<file path="src/pkg/vtedh_pkg.sv">
package vtedh_pkg;
    // ----------------------------------------
    // Register byte addresses
    // ----------------------------------------
    localparam logic [7:0] VTEDH_CTRL_ADDR = 8'h00;
    localparam logic [7:0] VTEDH_STATUS_ADDR = 8'h04;
    localparam logic [7:0] VTEDH_IN_FLAGS_ADDR = 8'h08;
    localparam logic [7:0] VTEDH_OUT_FLAGS_ADDR = 8'h0C;
    localparam logic [7:0] VTEDH_OVR_SEL_ADDR = 8'h10;
    localparam logic [7:0] VTEDH_OVR_VAL_ADDR = 8'h14;
    localparam logic [7:0] VTEDH_RSV_IN_BASE = 8'h40;
    localparam logic [7:0] VTEDH_RSV_OUT_BASE = 8'h60;

    // ----------------------------------------
    // Control field positions and reset value
    // ----------------------------------------
    localparam int VTEDH_CTRL_BLANK_LEN = 0;
    localparam int VTEDH_CTRL_IN_LATCH = 1;
    localparam int VTEDH_CTRL_OUT_LATCH = 2;
    localparam int VTEDH_CTRL_RSV_OVR = 3;
    localparam logic [3:0] VTEDH_CTRL_RESET = 4'h1;

    // ----------------------------------------
    // Status field positions
    // ----------------------------------------
    localparam int VTEDH_STAT_FIELD_LSB = 0;
    localparam int VTEDH_STAT_TIMING_REF_ERROR = 3;
    localparam int VTEDH_STAT_COMPOSITE = 4;

    // ----------------------------------------
    // Widths and standard codes
    // ----------------------------------------
    localparam int VTEDH_NFLAGS = 15;
    localparam int VTEDH_NRSV = 7;
    localparam int VTEDH_IN_W = 17;
    localparam int VTEDH_OUT_W = 16;
    localparam logic [3:0] VTEDH_STD_NTSC_CMP = 4'h1;
    localparam logic [3:0] VTEDH_STD_PAL_CMP = 4'h5;

    // ----------------------------------------
    // Timing reference word counts (last word index)
    // ----------------------------------------
    localparam logic [2:0] VTEDH_TRS_LAST_COMPONENT = 3'h3;
    localparam logic [2:0] VTEDH_TRS_LAST_COMPOSITE = 3'h4;

    // ----------------------------------------
    // Vertical blanking lines and samples
    // ----------------------------------------
    localparam logic [9:0] VTEDH_NC_RISE1 = 10'h001;
    localparam logic [9:0] VTEDH_NC_RISE2 = 10'h108;
    localparam logic [9:0] VTEDH_NC_END1_S = 10'h009;
    localparam logic [9:0] VTEDH_NC_END2_S = 10'h110;
    localparam logic [9:0] VTEDH_NC_END1_L = 10'h013;
    localparam logic [9:0] VTEDH_NC_END2_L = 10'h11A;
    localparam logic [9:0] VTEDH_PC_RISE1 = 10'h270;
    localparam logic [9:0] VTEDH_PC_RISE2 = 10'h137;
    localparam logic [9:0] VTEDH_PC_END1 = 10'h016;
    localparam logic [9:0] VTEDH_PC_END2 = 10'h14F;
    localparam logic [9:0] VTEDH_NX_START1 = 10'h20D;
    localparam logic [11:0] VTEDH_NX_SAMP1 = 12'h300;
    localparam logic [9:0] VTEDH_NX_START2 = 10'h107;
    localparam logic [11:0] VTEDH_NX_SAMP2 = 12'h139;
    localparam logic [11:0] VTEDH_NX_END_SAMP = 12'h2FF;
    localparam logic [9:0] VTEDH_PX_START1 = 10'h26F;
    localparam logic [11:0] VTEDH_PX_SAMP1 = 12'h17E;
    localparam logic [9:0] VTEDH_PX_START2 = 10'h136;
    localparam logic [11:0] VTEDH_PX_SAMP2 = 12'h3B4;
    localparam logic [9:0] VTEDH_PX_END1_S = 10'h005;
    localparam logic [9:0] VTEDH_PX_END2_S = 10'h13D;
    localparam logic [9:0] VTEDH_PX_END1_L = 10'h00F;
    localparam logic [9:0] VTEDH_PX_END2_L = 10'h147;
    localparam logic [11:0] VTEDH_PX_END_SAMP = 12'h3B3;
endpackage : vtedh_pkg

</file>
<file path="src/pkg/vtedh_sticky_if.sv">
`timescale 1ns/1ns
`default_nettype none
interface vtedh_sticky_if #(parameter int W = 16);
    logic update;
    logic [W-1:0] sample;
    logic latch_en;
    logic rd_clr;
    logic [W-1:0] held;
    modport core (output update, output sample, output latch_en, output rd_clr, input held);
    modport store (input update, input sample, input latch_en, input rd_clr, output held);
endinterface : vtedh_sticky_if
`default_nettype wire

</file>
<file path="src/vtedh_sticky.sv">
`timescale 1ns/1ns
`default_nettype none
module vtedh_sticky #(parameter int W = 16) (
    // Clock and reset
    input wire logic clk,
    input wire logic reset,
    input wire logic ce,
    // Flag group
    vtedh_sticky_if.store fl
);
    // ----------------------------------------
    // Held flags
    // ----------------------------------------
    logic [W-1:0] next_held;
    logic [W-1:0] kept;

    // Latched: read clears, new events merge so they win over the clear
    assign kept = (fl.latch_en && !fl.rd_clr) ? fl.held : '0;
    assign next_held = fl.latch_en ? (kept | (fl.update ? fl.sample : '0)) :
                       (fl.update ? fl.sample : fl.held);
    // Flag register
    always_ff @(posedge clk) begin
        if (reset) begin
            fl.held <= '0;
        end else if (ce) begin
            fl.held <= next_held;
        end
    end
endmodule : vtedh_sticky
`default_nettype wire

</file>
<file path="src/vtedh_rsv_store.sv">
`timescale 1ns/1ns
`default_nettype none
module vtedh_rsv_store (
    // Clock and reset
    input wire logic clk,
    input wire logic reset,
    input wire logic ce,
    // Host side
    input wire logic host_wr,
    input wire logic [2:0] host_idx,
    input wire logic [9:0] host_wdata,
    output logic [9:0] host_in_word,
    output logic [9:0] host_out_word,
    // Incoming packet capture
    input wire logic in_valid,
    input wire logic [2:0] in_idx,
    input wire logic [9:0] in_word,
    // Outgoing packet selection
    input wire logic override,
    input wire logic [2:0] out_idx,
    input wire logic [9:0] out_pass,
    output logic [9:0] out_word
);
    // ----------------------------------------
    // Word storage
    // ----------------------------------------
    logic [9:0] in_mem [0:6];
    logic [9:0] out_mem [0:6];
    logic in_ok;
    logic out_ok;
    logic host_ok;

    assign in_ok = in_idx < 3'h7;
    assign out_ok = out_idx < 3'h7;
    assign host_ok = host_idx < 3'h7;
    assign host_in_word = host_ok ? in_mem[host_idx] : 10'h000;
    assign host_out_word = host_ok ? out_mem[host_idx] : 10'h000;
    assign out_word = (override && out_ok) ? out_mem[out_idx] : out_pass;
    // Received reserved words, kept for host reads
    always_ff @(posedge clk) begin
        if (reset) begin
            for (int i = 0; i < 7; i++) in_mem[i] <= 10'h000;
        end else if (ce && in_valid && in_ok) begin
            in_mem[in_idx] <= in_word;
        end
    end

    // Host-written replacement words
    always_ff @(posedge clk) begin
        if (reset) begin
            for (int i = 0; i < 7; i++) out_mem[i] <= 10'h000;
        end else if (ce && host_wr && host_ok) begin
            out_mem[host_idx] <= host_wdata;
        end
    end
endmodule : vtedh_rsv_store
`default_nettype wire

</file>
<file path="src/vtedh_top.sv">
// The APB interface to the registers and the register offsets were decided locally.
`timescale 1ns/1ns
`default_nettype none
module vtedh_top (
    // Clock, reset, enable
    input wire logic clk,
    input wire logic reset,
    input wire logic ce,
    // APB slave
    input wire logic psel,
    input wire logic penable,
    input wire logic pwrite,
    input wire logic [7:0] paddr,
    input wire logic [31:0] pwdata,
    output logic [31:0] prdata,
    output logic pready,
    output logic pslverr,
    // Standard and straps
    input wire logic [3:0] standard_code,
    input wire logic blanking_length_select,
    input wire logic reset_position_select,
    // Flywheel position and outgoing TRS marks
    input wire logic [2:0] fly_field,
    input wire logic [9:0] fly_line,
    input wire logic [11:0] fly_sample,
    input wire logic out_trs_start,
    input wire logic out_trs_eav,
    // Timing reference compare
    input wire logic fly_trs_due,
    input wire logic [9:0] fly_trs_id,
    input wire logic rx_trs_seen,
    input wire logic [9:0] rx_trs_id,
    // Incoming EDH packet
    input wire logic edh_in_strobe,
    input wire logic [14:0] edh_in_flags,
    input wire logic edh_in_ffv,
    input wire logic edh_in_apv,
    input wire logic edh_in_rsv_valid,
    input wire logic [2:0] edh_in_rsv_idx,
    input wire logic [9:0] edh_in_rsv_word,
    // Outgoing EDH packet
    input wire logic edh_out_strobe,
    input wire logic [14:0] edh_calc_flags,
    input wire logic edh_calc_chksm_err,
    input wire logic [2:0] edh_out_rsv_idx,
    input wire logic [9:0] edh_out_rsv_pass,
    // Timing outputs
    output logic [2:0] field_id,
    output logic frame_blanking_flag,
    output logic line_blank_flag,
    output logic timing_ref_error,
    output logic line_store_reset_n,
    // EDH outputs
    output logic [14:0] edh_out_flags,
    output logic [9:0] edh_out_rsv_word,
    output logic edh_interrupt
);
    import vtedh_pkg::*;

    // ----------------------------------------
    // Shared decode functions
    // ----------------------------------------
    // Inclusive line/sample window, wrapping past the frame end
    function automatic logic in_region(input logic [9:0] ln, input logic [11:0] sm,
                                       input logic [9:0] l0, input logic [11:0] s0,
                                       input logic [9:0] l1, input logic [11:0] s1);
        logic after_start;
        logic before_end;
        after_start = (ln > l0) || ((ln == l0) && (sm >= s0));
        before_end = (ln < l1) || ((ln == l1) && (sm <= s1));
        in_region = (l0 > l1) ? (after_start || before_end) : (after_start && before_end);
    endfunction : in_region

    // Host address to reserved word index
    function automatic logic [2:0] rsv_index(input logic [7:0] a);
        rsv_index = a[4:2];
    endfunction : rsv_index

    // ----------------------------------------
    // Control registers
    // ----------------------------------------
    logic [3:0] ctrl;
    logic [14:0] ovr_sel;
    logic [14:0] ovr_val;

    // ----------------------------------------
    // Standard classification
    // ----------------------------------------
    logic composite;
    logic is_pal;
    logic long_sel;

    assign composite = (standard_code == VTEDH_STD_NTSC_CMP) || (standard_code == VTEDH_STD_PAL_CMP);
    assign is_pal = standard_code[2];
    assign long_sel = blanking_length_select & ctrl[VTEDH_CTRL_BLANK_LEN];

    // ----------------------------------------
    // Outgoing timing reference word tracking
    // ----------------------------------------
    logic in_trs;
    logic [2:0] wpos;
    logic is_eav;
    logic hb;
    logic [2:0] last_pos;
    logic cur_in;
    logic [2:0] cur_pos;
    logic cur_eav;
    logic id_word;

    assign last_pos = composite ? VTEDH_TRS_LAST_COMPOSITE : VTEDH_TRS_LAST_COMPONENT;
    assign cur_in = out_trs_start || (in_trs && (wpos < last_pos));
    assign cur_pos = out_trs_start ? 3'h0 : 3'(wpos + 3'h1);
    assign cur_eav = out_trs_start ? out_trs_eav : is_eav;
    assign id_word = cur_in && (cur_pos == last_pos);

    // Word position within the current reference
    always_ff @(posedge clk) begin
        if (reset) begin
            in_trs <= 1'b0;
            wpos <= 3'h0;
            is_eav <= 1'b0;
        end else if (ce) begin
            in_trs <= cur_in;
            wpos <= cur_pos;
            is_eav <= cur_eav;
        end
    end

    // ----------------------------------------
    // Line blanking
    // ----------------------------------------
    logic next_hb;
    logic next_line_blank;

    assign next_hb = (cur_in && cur_eav) ? 1'b1 : ((id_word && !cur_eav) ? 1'b0 : hb);
    assign next_line_blank = composite ? cur_in :
                             (hb || (cur_in && cur_eav));

    // Horizontal blanking state and output
    always_ff @(posedge clk) begin
        if (reset) begin
            hb <= 1'b0;
            line_blank_flag <= 1'b0;
        end else if (ce) begin
            hb <= next_hb;
            line_blank_flag <= next_line_blank;
        end
    end

    // ----------------------------------------
    // Frame blanking
    // ----------------------------------------
    logic [9:0] nc_end1;
    logic [9:0] nc_end2;
    logic [9:0] px_end1;
    logic [9:0] px_end2;
    logic comp_win;
    logic ntsc_cmp_win;
    logic pal_cmp_win;
    logic next_frame_blank;

    assign nc_end1 = long_sel ? VTEDH_NC_END1_S : VTEDH_NC_END1_L;
    assign nc_end2 = long_sel ? VTEDH_NC_END2_S : VTEDH_NC_END2_L;
    assign px_end1 = long_sel ? VTEDH_PX_END1_S : VTEDH_PX_END1_L;
    assign px_end2 = long_sel ? VTEDH_PX_END2_S : VTEDH_PX_END2_L;
    // Component: high from rise line, low from end line onward
    assign comp_win = is_pal ?
        (in_region(fly_line, 12'h000, VTEDH_PC_RISE1, 12'h000, 10'(VTEDH_PC_END1 - 10'h001), 12'h000) ||
         in_region(fly_line, 12'h000, VTEDH_PC_RISE2, 12'h000, 10'(VTEDH_PC_END2 - 10'h001), 12'h000)) :
        (in_region(fly_line, 12'h000, VTEDH_NC_RISE1, 12'h000, 10'(nc_end1 - 10'h001), 12'h000) ||
         in_region(fly_line, 12'h000, VTEDH_NC_RISE2, 12'h000, 10'(nc_end2 - 10'h001), 12'h000));
    assign ntsc_cmp_win =
        in_region(fly_line, fly_sample, VTEDH_NX_START1, VTEDH_NX_SAMP1, nc_end1, VTEDH_NX_END_SAMP) ||
        in_region(fly_line, fly_sample, VTEDH_NX_START2, VTEDH_NX_SAMP2, nc_end2, VTEDH_NX_END_SAMP);
    assign pal_cmp_win =
        in_region(fly_line, fly_sample, VTEDH_PX_START1, VTEDH_PX_SAMP1, px_end1, VTEDH_PX_END_SAMP) ||
        in_region(fly_line, fly_sample, VTEDH_PX_START2, VTEDH_PX_SAMP2, px_end2, VTEDH_PX_END_SAMP);
    // Component changes only at the EAV; composite follows every sample
    assign next_frame_blank = composite ? (is_pal ? pal_cmp_win : ntsc_cmp_win) :
                              ((out_trs_start && out_trs_eav) ? comp_win : frame_blanking_flag);

    // Frame blanking and field outputs
    always_ff @(posedge clk) begin
        if (reset) begin
            frame_blanking_flag <= 1'b1;
            field_id <= 3'h0;
        end else if (ce) begin
            frame_blanking_flag <= next_frame_blank;
            field_id <= composite ? fly_field : {2'h0, fly_field[0]};
        end
    end

    // ----------------------------------------
    // Timing reference error
    // ----------------------------------------
    logic trs_bad;
    logic trs_good;

    // Missing, misplaced, or wrong ID; valid only with flywheel on
    assign trs_bad = (fly_trs_due && (!rx_trs_seen || (rx_trs_id != fly_trs_id))) ||
                     (rx_trs_seen && !fly_trs_due);
    assign trs_good = fly_trs_due && rx_trs_seen && (rx_trs_id == fly_trs_id);

    // Error flag, set at once and held until a correct reference
    always_ff @(posedge clk) begin
        if (reset) begin
            timing_ref_error <= 1'b0;
        end else if (ce) begin
            timing_ref_error <= trs_bad ? 1'b1 : (trs_good ? 1'b0 : timing_ref_error);
        end
    end

    // ----------------------------------------
    // Line store reset pulse
    // ----------------------------------------
    logic pulse_word;

    assign pulse_word = composite ? id_word :
                        (id_word && (cur_eav == reset_position_select));

    // Active-low pulse on the chosen ID word
    always_ff @(posedge clk) begin
        if (reset) begin
            line_store_reset_n <= 1'b1;
        end else if (ce) begin
            line_store_reset_n <= !pulse_word;
        end
    end

    // ----------------------------------------
    // APB decode
    // ----------------------------------------
    logic acc;
    logic wr_done;
    logic rd_capture;
    logic hit_ctrl;
    logic hit_stat;
    logic hit_in;
    logic hit_out;
    logic hit_sel;
    logic hit_val;
    logic hit_rin;
    logic hit_rout;
    logic mapped;
    logic [9:0] rsv_in_word;
    logic [9:0] rsv_out_word;
    logic [31:0] next_rdata;

    assign acc = psel && penable && !pready;
    assign wr_done = psel && penable && pready && pwrite;
    assign rd_capture = acc && !pwrite;
    assign hit_ctrl = paddr == VTEDH_CTRL_ADDR;
    assign hit_stat = paddr == VTEDH_STATUS_ADDR;
    assign hit_in = paddr == VTEDH_IN_FLAGS_ADDR;
    assign hit_out = paddr == VTEDH_OUT_FLAGS_ADDR;
    assign hit_sel = paddr == VTEDH_OVR_SEL_ADDR;
    assign hit_val = paddr == VTEDH_OVR_VAL_ADDR;
    assign hit_rin = (paddr[7:5] == VTEDH_RSV_IN_BASE[7:5]) && (rsv_index(paddr) < 3'h7) && (paddr[1:0] == 2'h0);
    assign hit_rout = (paddr[7:5] == VTEDH_RSV_OUT_BASE[7:5]) && (rsv_index(paddr) < 3'h7) && (paddr[1:0] == 2'h0);
    assign mapped = hit_ctrl || hit_stat || hit_in || hit_out || hit_sel || hit_val || hit_rin || hit_rout;

    // ----------------------------------------
    // EDH flag groups
    // ----------------------------------------
    vtedh_sticky_if #(.W(VTEDH_IN_W)) in_fl ();
    vtedh_sticky_if #(.W(VTEDH_OUT_W)) out_fl ();
    logic [14:0] next_out_flags;

    assign next_out_flags = (ovr_sel & ovr_val) | (~ovr_sel & edh_calc_flags);
    // Validity stored inverted so that one sticky-high store serves it
    assign in_fl.update = edh_in_strobe;
    assign in_fl.sample = {~edh_in_apv, ~edh_in_ffv, edh_in_flags};
    assign in_fl.latch_en = ctrl[VTEDH_CTRL_IN_LATCH];
    assign in_fl.rd_clr = rd_capture && hit_in;
    assign out_fl.update = edh_out_strobe;
    assign out_fl.sample = {edh_calc_chksm_err, next_out_flags};
    assign out_fl.latch_en = ctrl[VTEDH_CTRL_OUT_LATCH];
    assign out_fl.rd_clr = rd_capture && hit_out;

    // Incoming flags and validity
    vtedh_sticky #(.W(VTEDH_IN_W)) u_in_sticky (
        .clk(clk),
        .reset(reset),
        .ce(ce),
        .fl(in_fl)
    );

    // Outgoing flags and packet checksum error
    vtedh_sticky #(.W(VTEDH_OUT_W)) u_out_sticky (
        .clk(clk),
        .reset(reset),
        .ce(ce),
        .fl(out_fl)
    );

    // Reserved word stores
    logic [9:0] edh_out_rsv_word_d;
    vtedh_rsv_store u_rsv (
        .clk(clk),
        .reset(reset),
        .ce(ce),
        .host_wr(wr_done && hit_rout),
        .host_idx(rsv_index(paddr)),
        .host_wdata(pwdata[9:0]),
        .host_in_word(rsv_in_word),
        .host_out_word(rsv_out_word),
        .in_valid(edh_in_rsv_valid),
        .in_idx(edh_in_rsv_idx),
        .in_word(edh_in_rsv_word),
        .override(ctrl[VTEDH_CTRL_RSV_OVR]),
        .out_idx(edh_out_rsv_idx),
        .out_pass(edh_out_rsv_pass),
        .out_word(edh_out_rsv_word_d)
    );

    // ----------------------------------------
    // Read data selection
    // ----------------------------------------
    always_comb begin
        next_rdata = 32'h0000_0000;
        if (hit_ctrl) next_rdata = {28'h000_0000, ctrl};
        if (hit_stat) next_rdata = {27'h000_0000, composite, timing_ref_error, field_id};
        if (hit_in) next_rdata = {15'h0000, ~in_fl.held[16:15], in_fl.held[14:0]};
        if (hit_out) next_rdata = {16'h0000, out_fl.held};
        if (hit_sel) next_rdata = {17'h0_0000, ovr_sel};
        if (hit_val) next_rdata = {17'h0_0000, ovr_val};
        if (hit_rin) next_rdata = {22'h00_0000, rsv_in_word};
        if (hit_rout) next_rdata = {22'h00_0000, rsv_out_word};
    end

    // ----------------------------------------
    // APB answer, one wait state per access
    // ----------------------------------------
    always_ff @(posedge clk) begin
        if (reset) begin
            pready <= 1'b0;
            pslverr <= 1'b0;
            prdata <= 32'h0000_0000;
        end else if (ce) begin
            pready <= acc;
            pslverr <= acc && !mapped;
            if (rd_capture) prdata <= next_rdata;
        end
    end

    // Host-written control
    always_ff @(posedge clk) begin
        if (reset) begin
            ctrl <= VTEDH_CTRL_RESET;
            ovr_sel <= 15'h0000;
            ovr_val <= 15'h0000;
        end else if (ce && wr_done) begin
            if (hit_ctrl) ctrl <= pwdata[3:0];
            if (hit_sel) ovr_sel <= pwdata[14:0];
            if (hit_val) ovr_val <= pwdata[14:0];
        end
    end

    // ----------------------------------------
    // EDH outputs
    // ----------------------------------------
    always_ff @(posedge clk) begin
        if (reset) begin
            edh_out_flags <= 15'h0000;
            edh_out_rsv_word <= 10'h000;
            edh_interrupt <= 1'b0;
        end else if (ce) begin
            if (edh_out_strobe) edh_out_flags <= next_out_flags;
            edh_out_rsv_word <= edh_out_rsv_word_d;
            edh_interrupt <= (|in_fl.held[14:0]) || (|out_fl.held);
        end
    end
endmodule : vtedh_top
`default_nettype wire

</file>
<file path="config.mk">
export PLATFORM = sky130hd
export DESIGN_NAME = vtedh_top
export DESIGN_NICKNAME = d
export VERILOG_FILES = /design/src/pkg/vtedh_pkg.sv /design/src/pkg/vtedh_sticky_if.sv /design/src/vtedh_sticky.sv /design/src/vtedh_rsv_store.sv /design/src/vtedh_top.sv
export SDC_FILE = /design/constraint.sdc
export NUM_CORES = 1
export LEC_CHECK = 0
export ABC_CLOCK_PERIOD_IN_PS = 5970
export BUFFER_PORTS_ARGS = -buffer_cell sky130_fd_sc_hd__buf_4
export CELL_PAD_IN_SITES_DETAIL_PLACEMENT = 2
export CELL_PAD_IN_SITES_GLOBAL_PLACEMENT = 2
export CORE_MARGIN = 2
export CORE_UTILIZATION = 25
export DETAILED_ROUTE_END_ITERATION = 10
export PLACE_DENSITY = 0.63
export SYNTH_ARGS = -nofsm -noshare
export SYNTH_HDL_FRONTEND = slang
export SYNTH_SLANG_ARGS = --single-unit
</file>
<file path="constraint.sdc">
create_clock -name clk -period 5.97 [get_ports clk]
set_input_delay 0 -clock clk [delete_from_list [all_inputs] [get_ports clk]]
set_output_delay 0 -clock clk [all_outputs]
set_load 0.02 [all_outputs]
</file>
==> run metrics <==
status=finished clean; die height=241 microns; Num CTS Buffers=35; # clock sinks=roughly 280; critical path cell sequence=nand2_1, ha_1, and4_1, o21ai_0, a222oi_1, a311oi_1, a311o_1, o311ai_1, a31oi_1, dlygate4sd3_1; worst ir drop on vdd=between 150 and 200 uV; Hold EP=prdata[8]; hpwl dp=39300 microns; critical path type=reg2reg; post-cts resize count=0; routing usage on met2=34.2%; Cell Area, Synth=0.0140 sq mm; Reg2Reg Setup Slack=2.59 ns; chip width=between 200 and 250 microns; die area=between 0.05 and 0.06 sq mm; met1 Track Usage GR=25.3%; synthesized instance count=1374; R2R depth=10; Area contributors post-synth=edfxtp_1, dfxtp_1, mux4_2; switching fraction of total power=25.9%; minimum clock period=~3.4 ns; unrepaired setup endpoints after global routing=false; max-cap violations=0; H-tree lvl count=2; port buffer count=roughly 200; Post-synth EDFFs=approximately 140; Seq pwr share=43.7%; hold path depth=6; share of layout cells above drive strength 1=between 20% and 30%; Initial DRT Pass Iterations=6; worst path bufs/invs=1; Overall Global Routing Usage=19.5%; register area=0.00699 sq mm; vias in the first global route=between 10000 and 15000; Multi-input gate area=0.00658 sq mm; # setup viols final=0; Sum Neg Setup Slack=0 ns; HP Class=in2reg; routed length per placed instance=23.7 microns; CP Max Fanout=8; antenna-violating nets left=0; Layout fillers=6104; CTS tree=done; fmax=296 MHz; largest net degree at the start of global routing=79; Worst-path clk slew=0.06 ns; core area=0.0553 sq mm; Setup crit start kind=flip-flop; Hold Crit Start=paddr[0]; initial core utilization=roughly a quarter; via count=12061; Top delay family on crit path=compound AO/OA/AOI/OAI gates; combinational share of power=12.0%; # nets final=between 1500 and 2000; register area share after synthesis=49.7%; top cell type's share of synthesized area=about 29%; leading area contributor after synthesis=edfxtp_1; post-CTS setup buffers=0; GR Overflow Total=0; Clock power frac=44.3%; CTS Buffer Depth=3; sw power=1260 uW; DRT iter0 DRCs=~680; final worst-path cycle share=56.6%; Pwr per Cell Area=about 270 mW/mm^2; crit end category=flip-flop; met3 usage=2.96%; most used routing layer=met2; count of state elements after synthesis=around 280; CP arrival=about 3.8 ns; vias per inst=5.00; Int Power=3600 uW; Least-Margin Pin Slew=1.23 ns; warnings from Yosys=0; Final Skew=~0.028 ns; initial antenna violation count=2; final core occ=33.1%; Crit path largest cell delay=roughly 0.57 ns; Async SR Flop Fraction=0%; gp weighted congestion=around 0.80; Clk Latency, worst-skew pair=about 0.56 ns; Hold Violations, Final=0; first-pass GRT wire length=84100 microns; worst r2r src=ctrl[0]; Area Growth Syn to Fin=30.3%; # IOs=230; Worst R2R End=frame_blanking_flag; critical path's slowest cell=dlygate4sd3_1; Synth Area per Inst=10.2 sq um; Root Driver=clkbuf_16; main flop type after synthesis=dfxtp_1; Diodes inserted=0; max_slew headroom=17.4%; num rows=86; worst path required time=6.40 ns; total wire length=57300 microns; Synth cell types=between 70 and 80; P_leak=slightly below 0.007 uW; # DRC=0; hold_buf cts=97; Final Max Slew Viols=0
## state kept, by name (all words and copies together) (netlist names), 3 cells and up
name / flops
u_out_sticky.fl.held: 16
u_in_sticky.fl.held: 17
u_rsv.out_mem: 80
ovr_val: 15
wpos: 3
prdata: 17
field_id: 3
ovr_sel: 15
u_rsv.in_mem: 76
edh_out_rsv_word: 10
edh_out_flags: 15
ctrl: 4
## area by class of cell
type | instances | area share [%]
clock inverter | 16 | 0.923
clock buffer | 48 | 5.28
timing repair buffer | 313 | 14.2
sequential | 281 | 38.2
tap | 748 | 5.11
inverter | 19 | 0.390
multi-input combinational | 989 | 36.0
## cell families after synthesis
logic type	synth area share, %
simple gates	18.7
flops	49.7
compound gates	11.6
buf+inv	4.45
mux	13.8
xor+xnor	0.748
fa+ha+maj	0.891
other cells	0.0267
## cell usage in the layout, fill, tap and decap left out, types with 6 or more instances in the layout
cell / instances
buf_4: 216
nor2_1: 193
nand2_1: 153
dfxtp_1: 145
edfxtp_1: 136
a21oi_1: 125
dlygate4sd3_1: 97
mux2i_1: 66
and2_1: 55
mux4_2: 54
o21ai_0: 42
clkbuf_16: 36
conb_1: 31
and3_1: 30
nand3_1: 25
nor3_1: 22
nor4_1: 20
inv_1: 18
o211ai_1: 12
a22oi_2: 10
ha_1: 10
clkbuf_1: 10
nand2b_1: 8
a221oi_1: 7
nor2b_1: 6
a22oi_1: 6
xnor2_1: 6
xor2_1: 6
clkinv_2: 6
## how the worst max path moves through the flow
stage	from	to	depth (start not counted)
after floorplan	pready	u_rsv.out_mem[5][0]	2
after global placement	ce	u_rsv.out_mem[0][2]	7
after detailed placement	ce	u_rsv.out_mem[0][0]	7
after CTS	ctrl[0]	frame_blanking_flag	10
after global routing	ctrl[0]	frame_blanking_flag	10
final	ctrl[0]	frame_blanking_flag	10
## through the flow
stage	hold WS [ns]	power [uW]	cell area [sq um]	setup WS, ns	instances
2_1_floorplan	0.136	2450	14200	3.50	1404
3_3_place_gp	0.239	2690	16200	2.73	2253
3_5_place_dp	0.257	2700	16200	2.65	2253
4_1_cts	0.0548	4920	18300	2.57	2414
5_1_grt	0.130	5050	18300	2.27	2414
6_report	0.104	4860	18300	2.59	2414
## metal layers
layer | vias to the layer above | share of wire (%)
li1 | 5484 | -
met3 | 59 | 4.8
met4 | 0 | 1.8
met1 | 6204 | 44
met2 | 314 | 50
met5 | - | 0
## worst register-to-register path, stage by stage (launching register included)
cell           delay [ns]
dfxtp_1              0.54
nand2_1              0.30
ha_1                 0.50
and4_1               0.23
o21ai_0              0.11
a222oi_1             0.41
a311oi_1             0.11
a311o_1              0.30
o311ai_1             0.09
a31oi_1              0.11
dlygate4sd3_1        0.57
## power groups by stage
stage               logic (uW)  registers [uW]  clock network (uW)
CTS                        589            2130                2210
finish                     586            2130                2150
detailed placement         536            2170                   0
global placement           526            2160                   0
global route               632            2130                2280
floorplan                  284            2160                   0
## synthesized netlist by cell type (6+ instances only)
cell type,count
inv_1,18
nor3_1,24
buf_4,19
a22oi_1,6
nand2b_1,8
nand2_1,153
xor2_1,6
nand3_1,25
nor2b_1,6
and2_1,55
nor4_1,20
o211ai_1,12
ha_1,10
nor2_1,193
xnor2_1,6
o21ai_0,42
dfxtp_1,145
a221oi_1,7
a21oi_1,125
buf_2,17
edfxtp_1,136
a22oi_2,10
clkbuf_1,71
and3_1,30
mux4_2,54
mux2i_1,66
Power figures use the tool's default switching activity.
